===== config.mk =====
export PLATFORM = sky130hd
export DESIGN_NAME = cfs_source
export DESIGN_NICKNAME = d
export VERILOG_FILES = /design/src/cfs_pkg.sv /design/src/cfs_source.sv
export VERILOG_INCLUDE_DIRS = /design/src
export SDC_FILE = /design/constraint.sdc
export NUM_CORES = 1
export LEC_CHECK = 0
export ABC_AREA = 0
export BUFFER_PORTS_ARGS = -buffer_cell sky130_fd_sc_hd__buf_4
export CAP_MARGIN = 0
export CORE_UTILIZATION = 45
export DETAILED_ROUTE_END_ITERATION = 12
export GPL_ROUTABILITY_DRIVEN = 1
export MAX_ROUTING_LAYER = met4
export PLACE_DENSITY_LB_ADDON = 0.3
export SLEW_MARGIN = 40
export SYNTH_ARGS = -nofsm -noshare
export SYNTH_HDL_FRONTEND = slang
export SYNTH_SLANG_ARGS = --single-unit

===== constraint.sdc =====
create_clock -name core_clk_i -period 9.45 [get_ports core_clk_i]
set_input_delay 0.4725 -clock core_clk_i [delete_from_list [all_inputs] [get_ports core_clk_i]]
set_output_delay 0.4725 -clock core_clk_i [all_outputs]
set_load 0.01 [all_outputs]

===== src/cfs_defines.svh =====
// Constants for the credit flow stream source
`ifndef CFS_DEFINES_SVH
`define CFS_DEFINES_SVH
`define CFS_CREDIT_LIMIT_DEF 256
`define CFS_CREDIT_LIMIT_MAX 256
`define CFS_CREDIT_LIMIT_MIN 1
`define CFS_SYMBOL_BITS_DEF 8
`define CFS_SYMBOLS_DEF 4
`define CFS_DATA_MAX 8192
`define CFS_ERROR_BITS_DEF 1
`define CFS_ERROR_MAX 256
`define CFS_CREDIT_RESET 0
`endif


===== src/cfs_pkg.sv =====
// Types for the credit flow stream source
`default_nettype none
package cfs_pkg;
	typedef enum logic [2:0] {
		CFS_IDLE = 3'b001,
		CFS_SEND = 3'b010,
		CFS_DRAIN = 3'b100
	} cfs_state_e;
endpackage
`default_nettype wire


===== src/cfs_source.sv =====
// Credit-based stream source: credit counter, beat and return-credit logic
`include "cfs_defines.svh"
`default_nettype none

module cfs_source
	import cfs_pkg::*;
#(
	parameter int SYMBOL_BITS = `CFS_SYMBOL_BITS_DEF,
	parameter int SYMBOLS = `CFS_SYMBOLS_DEF,
	parameter int ERROR_BITS = `CFS_ERROR_BITS_DEF,
	parameter bit PACKETS = 1'b1,
	parameter int CREDIT_LIMIT = `CFS_CREDIT_LIMIT_DEF,
	parameter int DATA_BITS = SYMBOL_BITS * SYMBOLS,
	parameter int CREDIT_BITS = $clog2(CREDIT_LIMIT + 1)
)
(
	input wire logic core_clk_i,
	input wire logic nrst_i,
	// User side
	input wire logic user_valid_i,
	input wire logic [DATA_BITS-1:0] user_data_i,
	input wire logic [ERROR_BITS-1:0] user_error_i,
	input wire logic user_sop_i,
	input wire logic user_eop_i,
	input wire logic user_return_i,
	output logic user_ready_o,
	output logic user_return_done_o,
	output logic [CREDIT_BITS-1:0] credit_count_o,
	// Link side
	input wire logic update_i,
	input wire logic [CREDIT_BITS-1:0] credit_i,
	output logic valid_o,
	output logic [DATA_BITS-1:0] data_o,
	output logic [ERROR_BITS-1:0] error_o,
	output logic sop_o,
	output logic eop_o,
	output logic return_credit_o
);

	// ------------------------------------------------------------
	// Parameter checks
	// ------------------------------------------------------------
	if (CREDIT_LIMIT < `CFS_CREDIT_LIMIT_MIN ||
		CREDIT_LIMIT > `CFS_CREDIT_LIMIT_MAX)
	begin : g_bad_limit
		$error("credit limit out of range");
	end
	if (CREDIT_BITS < 1 || CREDIT_BITS > 9)
	begin : g_bad_cbits
		$error("credit bus width out of range");
	end
	if (DATA_BITS < 1 || DATA_BITS > `CFS_DATA_MAX ||
		DATA_BITS != SYMBOL_BITS * SYMBOLS)
	begin : g_bad_data
		$error("data width out of range");
	end
	if (ERROR_BITS < 1 || ERROR_BITS > `CFS_ERROR_MAX)
	begin : g_bad_err
		$error("error width out of range");
	end

	// ------------------------------------------------------------
	// Credit bookkeeping
	// ------------------------------------------------------------
	logic [CREDIT_BITS:0] count_q;
	logic [CREDIT_BITS:0] count_d;
	logic [CREDIT_BITS:0] avail;
	logic [CREDIT_BITS:0] gained;
	logic send;
	logic give;
	logic [1:0] spent;
	logic [CREDIT_BITS:0] limit_w;

	assign limit_w = (CREDIT_BITS+1)'(CREDIT_LIMIT);
	// Credit bus is read only in update cycles
	assign gained = update_i ? {1'b0, credit_i} : '0;
	assign avail = count_q + gained;
	// Beat always has priority over a return; neither goes while the credit count is zero
	assign send = user_valid_i && (count_q != '0);
	assign give = user_return_i && !send &&
		(count_q != '0);
	assign spent = {1'b0, send} + {1'b0, give};
	assign count_d = sat_sub(avail, spent);

	function automatic logic [CREDIT_BITS:0] sat_sub(
		input logic [CREDIT_BITS:0] a,
		input logic [1:0] b
	);
		logic [CREDIT_BITS:0] r;
		r = (a > (CREDIT_BITS+1)'(b)) ? a - (CREDIT_BITS+1)'(b) : '0;
		if (r > limit_w)
		begin
			r = limit_w;
		end
		return r;
	endfunction

	// ------------------------------------------------------------
	// Output state
	// ------------------------------------------------------------
	cfs_state_e state_q;
	cfs_state_e state_d;

	always_comb
	begin
		case (state_q)
			CFS_IDLE: state_d = send ? CFS_SEND : CFS_IDLE;
			CFS_SEND: state_d = send ? CFS_SEND :
				(count_d == '0 ? CFS_DRAIN : CFS_IDLE);
			CFS_DRAIN: state_d = send ? CFS_SEND : CFS_IDLE;
			default: state_d = CFS_IDLE;
		endcase
	end

	always_ff @(posedge core_clk_i)
	begin
		if (!nrst_i)
		begin
			count_q <= (CREDIT_BITS+1)'(`CFS_CREDIT_RESET);
			state_q <= CFS_IDLE;
			valid_o <= 1'b0;
			data_o <= '0;
			error_o <= '0;
			sop_o <= 1'b0;
			eop_o <= 1'b0;
			return_credit_o <= 1'b0;
			user_return_done_o <= 1'b0;
			user_ready_o <= 1'b0;
			credit_count_o <= '0;
		end
		else
		begin
			count_q <= count_d;
			state_q <= state_d;
			valid_o <= send;
			return_credit_o <= give;
			user_return_done_o <= give;
			user_ready_o <= count_d != '0;
			credit_count_o <= count_d[CREDIT_BITS-1:0];
			// Sideband is held quiet outside valid beats
			data_o <= send ? user_data_i : '0;
			error_o <= send ? user_error_i : '0;
			sop_o <= send && PACKETS && user_sop_i;
			eop_o <= send && PACKETS && user_eop_i;
		end
	end

	// ------------------------------------------------------------
	// Checks
	// ------------------------------------------------------------
	a_valid_needs_credit: assert property (
		@(posedge core_clk_i) disable iff (!nrst_i)
		valid_o |-> $past(count_q) != '0)
		else $error("valid without credit");
	a_update_adds: assert property (
		@(posedge core_clk_i) disable iff (!nrst_i)
		update_i && !user_valid_i && !user_return_i &&
		(count_q + credit_i <= limit_w)
		|=> count_q == $past(count_q) + $past(credit_i))
		else $error("update did not add credit");
	a_no_update_hold: assert property (
		@(posedge core_clk_i) disable iff (!nrst_i)
		!update_i && !user_valid_i && !user_return_i
		|=> count_q == $past(count_q))
		else $error("credit changed without update");
	a_return_one: assert property (
		@(posedge core_clk_i) disable iff (!nrst_i)
		give && !update_i |=> count_q == $past(count_q) - 1)
		else $error("return did not spend one credit");
	a_beat_spends: assert property (
		@(posedge core_clk_i) disable iff (!nrst_i)
		send && !update_i |=> count_q == $past(count_q) - 1)
		else $error("beat did not spend one credit");
	a_ret_pulse: assert property (
		@(posedge core_clk_i) disable iff (!nrst_i)
		return_credit_o |-> !valid_o)
		else $error("return and beat together");
	a_reset_zero: assert property (
		@(posedge core_clk_i)
		!nrst_i |=> count_q == '0 && !valid_o)
		else $error("credit not zero after reset");
	a_side_quiet: assert property (
		@(posedge core_clk_i) disable iff (!nrst_i)
		!valid_o |-> !sop_o && !eop_o && error_o == '0)
		else $error("sideband active without valid");
	a_no_frame: assert property (
		@(posedge core_clk_i) disable iff (!nrst_i)
		!PACKETS |-> !sop_o && !eop_o)
		else $error("framing on unframed link");
	a_beat_data: assert property (
		@(posedge core_clk_i) disable iff (!nrst_i)
		send |=> valid_o && data_o == $past(user_data_i))
		else $error("beat data not registered");

	// ------------------------------------------------------------
	// Output and state checks
	// ------------------------------------------------------------
	a_ready_mirror: assert property (
		@(posedge core_clk_i) disable iff (!nrst_i)
		user_ready_o == (count_q != '0))
		else $error("ready does not match credit count");

	a_count_mirror: assert property (
		@(posedge core_clk_i) disable iff (!nrst_i)
		credit_count_o == count_q[CREDIT_BITS-1:0])
		else $error("shown count does not match counter");

	a_count_limit: assert property (
		@(posedge core_clk_i) disable iff (!nrst_i)
		count_q <= limit_w)
		else $error("credit count above limit");

	a_return_done: assert property (
		@(posedge core_clk_i) disable iff (!nrst_i)
		user_return_done_o == return_credit_o)
		else $error("return done differs from return strobe");

	a_ret_credit: assert property (
		@(posedge core_clk_i) disable iff (!nrst_i)
		return_credit_o |-> $past(count_q) != '0)
		else $error("return without credit");

	a_ret_taken: assert property (
		@(posedge core_clk_i) disable iff (!nrst_i)
		give |=> return_credit_o && !valid_o)
		else $error("taken return not signalled");

	a_valid_state: assert property (
		@(posedge core_clk_i) disable iff (!nrst_i)
		valid_o == (state_q == CFS_SEND))
		else $error("valid and state disagree");

	a_drain_empty: assert property (
		@(posedge core_clk_i) disable iff (!nrst_i)
		state_q == CFS_DRAIN |-> count_q == '0)
		else $error("drain state with credits left");

	a_state_onehot: assert property (
		@(posedge core_clk_i) disable iff (!nrst_i)
		$onehot(state_q))
		else $error("state not one-hot");

	a_empty_no_beat: assert property (
		@(posedge core_clk_i) disable iff (!nrst_i)
		count_q == '0 |=> !valid_o)
		else $error("beat sent with no credit");

	a_error_reg: assert property (
		@(posedge core_clk_i) disable iff (!nrst_i)
		send |=> error_o == $past(user_error_i))
		else $error("beat error mask not registered");

	a_sop_reg: assert property (
		@(posedge core_clk_i) disable iff (!nrst_i)
		send && PACKETS |=> sop_o == $past(user_sop_i))
		else $error("start mark not registered");

	a_eop_reg: assert property (
		@(posedge core_clk_i) disable iff (!nrst_i)
		send && PACKETS |=> eop_o == $past(user_eop_i))
		else $error("end mark not registered");

	a_quiet_data: assert property (
		@(posedge core_clk_i) disable iff (!nrst_i)
		!valid_o |-> data_o == '0)
		else $error("data active without valid");

	a_update_sat: assert property (
		@(posedge core_clk_i) disable iff (!nrst_i)
		update_i && !user_valid_i && !user_return_i &&
		(count_q + credit_i > limit_w) |=> count_q == limit_w)
		else $error("credit count not held at limit");

	a_update_spend: assert property (
		@(posedge core_clk_i) disable iff (!nrst_i)
		send && update_i && (count_q + credit_i <= limit_w)
		|=> count_q == $past(count_q) + $past(credit_i) - 1)
		else $error("update with beat miscounted");

	a_ret_refused: assert property (
		@(posedge core_clk_i) disable iff (!nrst_i)
		user_return_i && (send || count_q == '0)
		|=> !return_credit_o)
		else $error("return taken when refused");

	a_idle_quiet: assert property (
		@(posedge core_clk_i) disable iff (!nrst_i)
		state_q == CFS_IDLE |-> !valid_o)
		else $error("valid while idle");

endmodule // cfs_source
`default_nettype wire


==> results of run 1 <==
[flip-flops by register name (all words and copies together), names as in the netlist]
signal           count
count_q              2
credit_count_o       8
user_ready_o         1
data_o              32
sop_o                1
valid_o              1
error_o              1
return_credit_o      1
eop_o                1
[cells by family after synthesis]
group | Yosys count
AND/OR/NAND/NOR | 100
flip-flops | 48
AO/OA/AOI/OAI | 29
buffers and inverters | 22
adder cells (fa/ha/maj) | 14
XOR/XNOR | 8
other | 1
multiplexers | 1
[area by class of cell]
class | count | area (µm²)
Clock buffer | 5 | 68.8
Inverter | 8 | 30.0
Multi-Input combinational cell | 153 | 1080
Timing Repair Buffer | 96 | 721
Clock inverter | 1 | 30.0
Tap cell | 52 | 65.1
Sequential cell | 48 | 961
Fill cell | 381 | 1520
[routing by layer]
layer	vias up	track usage [%]	routed length (µm)
li1	928	-	-
met1	818	23.5	1960
met2	83	32.7	2330
met3	5	5.77	397
met4	0	5.33	44
met5	-	-	0
[cells in the final DEF, fill, tap and decap left out, types with 2 or more instances in the layout]
cell type,n
buf_4,96
and2_1,48
dfxtp_1,48
ha_1,12
nor3_1,9
inv_1,8
nor2_1,8
nor4_1,8
a21o_1,6
nand2_1,6
xnor2_1,6
clkbuf_8,5
o21ai_0,4
or3_1,4
a21oi_1,3
nor2b_1,3
and3_1,3
nand3_1,2
nor3b_1,2
a311oi_1,2
o311ai_1,2
a211oi_2,2
o21ai_1,2
a211oi_1,2
xor2_1,2
fa_1,2
[worst reg2reg max path: stages (launching register included)]
cell and delay [ps]:
dfxtp_1 330, nor4_1 330, nand3_1 190, and3b_1 230, ha_1 280, ha_1 130, inv_1 60, fa_1 420
or3_1 440, xor2_1 170, and3_1 190, a211oi_2 500, nor4_1 130
[power groups by stage]
| stage | sequential [mW] | clock, mW | combinational, mW |
|---|---|---|---|
| 2_1_floorplan | 0.229 | 0 | 0.0760 |
| 3_3_place_gp | 0.225 | 0 | 0.123 |
| 3_5_place_dp | 0.225 | 0 | 0.126 |
| 4_1_cts | 0.220 | 0.140 | 0.126 |
| 5_1_grt | 0.221 | 0.149 | 0.140 |
| 6_report | 0.220 | 0.137 | 0.126 |
[through the flow]
stage / power [mW] / hold slack [ps] / cells / worst slack, ps
floorplan: 0.305 / 591 / 223 / 6270
finish: 0.483 / 378 / 363 / 5910
CTS: 0.486 / 371 / 363 / 5900
global route: 0.510 / 363 / 363 / 5570
global placement: 0.348 / 673 / 357 / 5930
detailed placement: 0.350 / 676 / 357 / 5830
[worst max-delay path by stage]
stage / cells after the start / endpoint / slack [ps]
finish: 12 / credit_count_o[0] / 5910
global placement: 12 / credit_count_o[2] / 5930
floorplan: 9 / credit_count_o[1] / 6270
global route: 12 / credit_count_o[1] / 5570
CTS: 12 / credit_count_o[0] / 5900
detailed placement: 12 / credit_count_o[3] / 5830
==> results.toml, run 1 <==
[run_status]
status = "finished with violations"
failed_checks = "DRC"

[critical_path]
cp_num_buf_inv = 1
rr_worst_depth = 12
r2r-end = "credit_count_o[0]"
cp_max_fo = 8
cp_cell_sequence = "nor4_1, nand3_1, and3b_1, ha_1, ha_1, inv_1, fa_1, or3_1, xor2_1, and3_1, a211oi_2, nor4_1"
cp_data_required_time_ps = 9600
crit_path_start_kind = "flip-flop"
critical-path-top-delay-family = "simple AND/OR/NAND/NOR gates"
endpoint_kind = "flip-flop"
crit_path_start = "credit_count_o[2]"
r2r_setup_slack_ps = 5910
critical-path-max-stage-delay_ps = 500
worstPathArrival_ps = 3690
r2r_start = "credit_count_o[2]"
worst-setup-path-type = "flip-flop to flip-flop"
cp_slowest_cell = "a211oi_2"

[power]
switching_power_uw = 131
pwr-share-clk_pct = 28.3
p_seq_share_pct = 45.5
vdd.ir_drop.worst_mv = 0.0986
p_int_uw = 353
power.density_nw_per_um2 = 163
leakage_nw = 1.44
swShare_pct = 27.0
p_comb_share_pct = 26.2

[logic_synthesis]
seq_area_frac_synth_pct = 44.5
synth.area.top_cells = "dfxtp_1 44%, and2_1 14%, ha_1 6.9%"
synthMuxAreaShare_pct = 0.463
synth.distinct_cells = 41
synth.top_cell.area_share_pct = 44.5
ys.warnings.count = 0
synth_top_area_cell = "dfxtp_1"
syn_area_per_cell_um2 = 9.69
synthTopCellsByCount = "48 x and2_1, 48 x dfxtp_1, 12 x ha_1"
synthArstFlopShare_pct = 0
synth-simple-area-share_pct = 27.4
syn_area_um2 = 2160
synthAdderAreaFrac_pct = 8.80
synth_xor_area_share_pct = 3.24
synth_top_family_by_area = "simple AND/OR/NAND/NOR gates"
syn-instance-count = 223
synth-main-ff-cell = "dfxtp_1"
synth_edf_count = 0
synth-compound-area-share_pct = 9.90
synth_nets = 286
synth-seq-cells = 48

[global_routing]
grt_use_total_pct = 19.7
grt_overflow = 0
grt_pass1_wl_um = 7570
antenna_found_initial = 0
first_global_vias = 1679
grt_max_degree = 37

[drt]
vias = 1834
ant_nets = 0
drc = 2
wl_um = 4730
first_iter_violations = 90
dr.pass1.iters = 8
wl_per_cell_um = 13.0
viasPerCell = 5.05

[timing]
final_max_slew_viol_count = 0
fin_crit_ps = 3540
fin_crit_sh_pct = 37.5
finClkSkew_ps = 3.08
max-slew-margin-rel_pct = 59.6
hold_viol_final = 0
setup_tns_ps = 0
fmaxAchievable_mhz = 283
tightest_slew_ps = 599
setup-violations-final = 0
rsz0062_at_grt = "false"

[clocking]
h-tree-depth = 2
cts.path.max_buffers = 2
tritoncts = "yes"
numCtsBuffers = 5
cts_root_buf = "clkbuf_8"
clk_pin_slew_worst_paths_ps = 80
cts_setup_buffers = 0
cts_sinks = 48
insertion_delay_ps = 290
cts-hold-fix-buffers = 0
cts_resized = 0

[die]
die-area_um2 = 5080
die_w_um = 71.3
die_h_um = 71.3
ioPinCount = 97
rows = 24
start_util_pct = 48.3
coreArea_um2 = 4470

[min_path]
min-delay-start = "user_data_i[10]"
whs_path_depth = 2
worstHoldEndpoint = "data_o[10]"
min_path_type = "input port to flip-flop"

[placed_design]
gp_congestion = 0.875
dpl-instance-area_um2 = 2860
port-buffer-count = 96
place_hpwl_um = 3830

[flow_run]
cap_violations = 0

[finish]
final_area_um2 = 2960
antennaDiodeCount = 0
final_util_pct = 66.1
drive_above_1_share_pct = 34.4
syn_to_final_growth_pct = 36.8
final_nets = 375
Power figures use the tool's default switching activity.
==> inputs of run 2 (changes only) <==
Clock period 9.45 ns to 3.26 ns, I/O delays scaled along.
==> results.toml, run 2 (same netlist as run 1, synthesis figures left out) <==
[run_status]
status = "finished with violations"
failed_checks = "DRC, setup timing"

[die]
die_w_um = 71.3
rows = 24
coreArea_um2 = 4470
start_util_pct = 48.3
die-area_um2 = 5080
die_h_um = 71.3
ioPinCount = 97

[timing]
fin_crit_sh_pct = 102
finClkSkew_ps = 2.96
setup-violations-final = 9
fmaxAchievable_mhz = 301
max-slew-margin-rel_pct = 50.2
hold_ws_ps = 66.4
hold_viol_final = 0
setup_tns_ps = -340
tightest_slew_ps = 737
fin_crit_ps = 3330
rsz0062_at_grt = "true"
final_max_slew_viol_count = 0
fin_ws_ps = -67.8

[clocking]
cts.path.max_buffers = 2
cts_sinks = 48
clk_pin_slew_worst_paths_ps = 80
cts-hold-fix-buffers = 0
tritoncts = "yes"
numCtsBuffers = 5
cts_root_buf = "clkbuf_8"
insertion_delay_ps = 290
h-tree-depth = 2

[global_routing]
first_global_vias = 1884
grt_overflow = 0
antenna_found_initial = 0
grt_use_total_pct = 21.7
grt_pass1_wl_um = 8240
grt_max_degree = 37

[flow_run]
cap_violations = 0

[min_path]
min_path_type = "input port to flip-flop"

[critical_path]
crit_path_start_kind = "flip-flop"
worstPathArrival_ps = 3530
cp_slowest_cell = "or3_4"
worst-setup-path-type = "flip-flop to flip-flop"
cp_num_buf_inv = 2
r2r_setup_slack_ps = -70
endpoint_kind = "flip-flop"
cp_cell_sequence = "nor4_4, nand3_2, and3b_1, ha_1, ha_2, inv_2, fa_2, or3_4, nor4_4, mux2i_2, a211oi_4, buf_12, nor4_1"
cp_common_cell = "nor4_4"
critical-path-top-delay-family = "simple AND/OR/NAND/NOR gates"
critical-path-max-stage-delay_ps = 430
cp_data_required_time_ps = 3460
cp_max_fo = 8

[finish]
most-common-layout-cells = "111 x buf_4, 48 x and2_1, 47 x dfxtp_1, 11 x ha_1"
antennaDiodeCount = 0
final_nets = 391
stdcell_count = 380
final_common_cell = "buf_4"
largest_reg_flops = 32
drive_above_1_share_pct = 43.3
top_register = "data_o"
syn_to_final_growth_pct = 47.5
top_regs = "data_o (32), credit_count_o (8), count_q (2)"

[drt]
drc = 2
wl_um = 5360
viasPerCell = 5.10
first_iter_violations = 104
vias = 1939
ant_nets = 0
dr.pass1.iters = 8
wl_per_cell_um = 14.1

[placed_design]
port-buffer-count = 96
place_hpwl_um = 4000
dp_cells = 369
gp_congestion = 0.877

[power]
power.density_nw_per_um2 = 458
leakage_nw = 1.53
vdd.ir_drop.worst_mv = 0.320
==> run 2: changes by cell type in the layout (fill, tap and decap cells not counted), moves of 2 or more <==
cell    change
buf_4      +15
nor4_1      -6
nor4_2      +3
nor4_4      +3
and3_1      -2
and3_4      +2
nor3_1      -2
nor3_2      +2
==> run 2: worst register-to-register path, cell delays in order (launching register included) <==
cell and delay, ps:
dfxtp_2 340, nor4_4 330, nand3_2 130, and3b_1 210
ha_1 280, ha_2 170, inv_2 40, fa_2 330
or3_4 430, nor4_4 180, mux2i_2 330, a211oi_4 70
buf_12 170, nor4_1 220
==> run 2: repair_timing <==
item                                   CTS  global route
pin swaps                                3             1
endpoints found under the hold margin    0             0
gates resized for setup                  8            16
setup buffers                            0             5
setup endpoints to repair               10            10
==> run 2: metal layers <==
| metal | track usage (%) | share of wire (%) | wire (µm) |
|---|---|---|---|
| met5 | - | 0 | 0 |
| met4 | 7.33 | 2.2 | 119 |
| met3 | 5.34 | 5.1 | 274 |
| met2 | 35.9 | 50 | 2700 |
| met1 | 25.8 | 42 | 2260 |
==> run 2: through the flow <==
stage	util [%]	cell area (µm²)	setup slack [ps]	total power, mW
finish	71.2	3190	-67.8	1.46
global route	71.2	3190	-204	1.54
CTS	68.7	3070	-33.7	1.39
detailed placement	65.9	2950	-337	1.05
global placement	65.9	2950	-114	1.04
floorplan	-	2160	154	0.883
==> run 2: area by class of cell <==
class / count / area, µm²
timing repair buffer: 112 / 853
fill: 335 / 1290
clock buffer: 6 / 72.6
clock inverter: 1 / 5.00
sequential: 48 / 962
inverter: 8 / 30.0
tap: 52 / 65.1
multi-input combinational: 153 / 1200
==> run 2: worst paths after layout <==
path / from / to / cells past startpoint
max reg2reg: credit_count_o[2] / credit_count_o[5] / 13
min reg2reg: credit_count_o[2] / return_credit_o / 4
min: user_data_i[20] / data_o[20] / 2
max: credit_count_o[2] / credit_count_o[5] / 13
==> run 2: report_power, final <==
part           total [mW]  internal [mW]  switching (mW)  leakage [nW]
registers           0.638          0.622          0.0161         0.393
clock network       0.324          0.146           0.178        0.0410
logic               0.498          0.256           0.243          1.10
total                1.46           1.02           0.436          1.53
==> inputs of run 3 (changes only) <==
Settings changed: SETUP_SLACK_MARGIN from default to 0.02.
==> results.toml, run 3 (same netlist as run 1, synthesis figures left out) <==
[min_path]
worstHoldEndpoint = "data_o[20]"
min_path_type = "input port to flip-flop"
min-delay-start = "user_data_i[20]"
whs_path_depth = 2

[global_routing]
first_global_vias = 1876
grt_max_degree = 37
grt_use_total_pct = 22.2
antenna_found_initial = 0
grt_overflow = 0
grt_pass1_wl_um = 8390

[timing]
setup-violations-final = 9
tightest_slew_ps = 757
rsz0062_at_grt = "true"
finClkSkew_ps = 3.34
max-slew-margin-rel_pct = 48.9
final_max_slew_viol_count = 0
fin_ws_ps = -89.1
hold_ws_ps = 65.9
fin_crit_ps = 3350
hold_viol_final = 0
fmaxAchievable_mhz = 299
fin_crit_sh_pct = 103

[drt]
dr.pass1.iters = 8
ant_nets = 0
first_iter_violations = 94
viasPerCell = 5.08
drc = 2
wl_um = 5330
wl_per_cell_um = 14.0
vias = 1936

[finish]
antennaDiodeCount = 0
top_register = "data_o"
largest_reg_flops = 32
final_common_cell = "buf_4"
fillers = 337
final_nets = 392
final_area_um2 = 3190
top_regs = "data_o (32), credit_count_o (8), count_q (2)"
drive_above_1_share_pct = 43.2
most-common-layout-cells = "112 x buf_4, 48 x and2_1, 47 x dfxtp_1, 11 x ha_1, 8 x nor2_1"
syn_to_final_growth_pct = 47.8

[die]
start_util_pct = 48.3
rows = 24
coreArea_um2 = 4470
die_w_um = 71.3
die-area_um2 = 5080
ioPinCount = 97
die_h_um = 71.3

[clocking]
numCtsBuffers = 5
tritoncts = "yes"
cts_root_buf = "clkbuf_8"
cts.path.max_buffers = 2
clk_pin_slew_worst_paths_ps = 80
h-tree-depth = 2
insertion_delay_ps = 290
cts_sinks = 48
cts-hold-fix-buffers = 0

[critical_path]
crit_path_start_kind = "flip-flop"
critical-path-max-stage-delay_ps = 430
worstPathArrival_ps = 3550
r2r-end = "credit_count_o[5]"
critical-path-top-delay-family = "simple AND/OR/NAND/NOR gates"
cp_data_required_time_ps = 3460
cp_slowest_cell = "or3_4"
cp_cell_sequence = "nor4_4, nand3_2, and3b_1, ha_1, ha_2, inv_2, fa_2, or3_4, xor2_1, and3_4, a211oi_4, buf_12, nor4_1"
r2r_setup_slack_ps = -90
r2r_start = "credit_count_o[4]"
worst-setup-path-type = "flip-flop to flip-flop"
cp_num_buf_inv = 2
endpoint_kind = "flip-flop"
cp_max_fo = 8
rr_worst_depth = 13

[placed_design]
place_hpwl_um = 4000
dpl-instance-area_um2 = 2950
port-buffer-count = 96
gp_congestion = 0.877

[run_status]
status = "finished with violations"
failed_checks = "DRC, setup timing"

[power]
leakage_nw = 1.54
power.density_nw_per_um2 = 458
vdd.ir_drop.worst_mv = 0.321

[flow_run]
cap_violations = 0
-- run 3: cell types whose count changed in the layout (fill, tap and decap cells not counted), sizes merged --
cell	change
buf	+1
-- run 3: repair_timing --
item | 4_1_cts | 5_1_grt
pin swaps | 3 | 5
endpoints found under the setup margin | 10 | 10
resized for setup | 11 | 13
buffers inserted | 1 | 5
cloned | 0 | 0
-- run 3: how the worst max path moves through the flow --
stage	startpoint	end	slack, ps	depth (start not counted)
2_1_floorplan	count_q[9]	credit_count_o[1]	150	12
3_3_place_gp	credit_count_o[2]	credit_count_o[1]	-110	12
3_5_place_dp	credit_count_o[3]	credit_count_o[1]	-340	12
4_1_cts	credit_count_o[2]	credit_count_o[3]	10	12
5_1_grt	credit_count_o[4]	credit_count_o[5]	-230	13
6_report	credit_count_o[4]	credit_count_o[5]	-90	13
-- run 3: layer usage --
layer / share of wire [%] / global-route usage, % / up-vias
met5: 0 / - / -
met4: 1.8 / 6.44 / 0
met3: 5.4 / 5.34 / 11
met2: 50 / 36.5 / 81
met1: 42 / 27.0 / 870
li1: - / - / 974
-- run 3: final cells by class --
type / count / area (µm²) / share of cell area [%]
clock inverter: 1 / 5.00 / 0.157
clock buffer: 6 / 72.6 / 2.27
sequential: 48 / 965 / 30.2
multi-input combinational: 153 / 1200 / 37.4
tap: 52 / 65.1 / 2.04
inverter: 8 / 30.0 / 0.940
timing repair buffer: 113 / 861 / 26.9
-- run 3: power by group --
group	internal (mW)	total, mW	switching [mW]
combinational	0.257	0.501	0.244
sequential	0.621	0.637	0.0154
clock	0.146	0.324	0.178
-- run 3: through the flow --
stage | setup TNS (ps) | std cells | power (mW) | util, % | setup WS, ps
3_5_place_dp | -2790 | 369 | 1.05 | 65.9 | -337
6_report | -507 | 381 | 1.46 | 71.4 | -89.1
4_1_cts | 0 | 377 | 1.40 | 69.2 | 12.1
3_3_place_gp | -828 | 369 | 1.04 | 65.9 | -114
2_1_floorplan | 0 | 223 | 0.883 | - | 154
5_1_grt | -1850 | 381 | 1.55 | 71.4 | -233
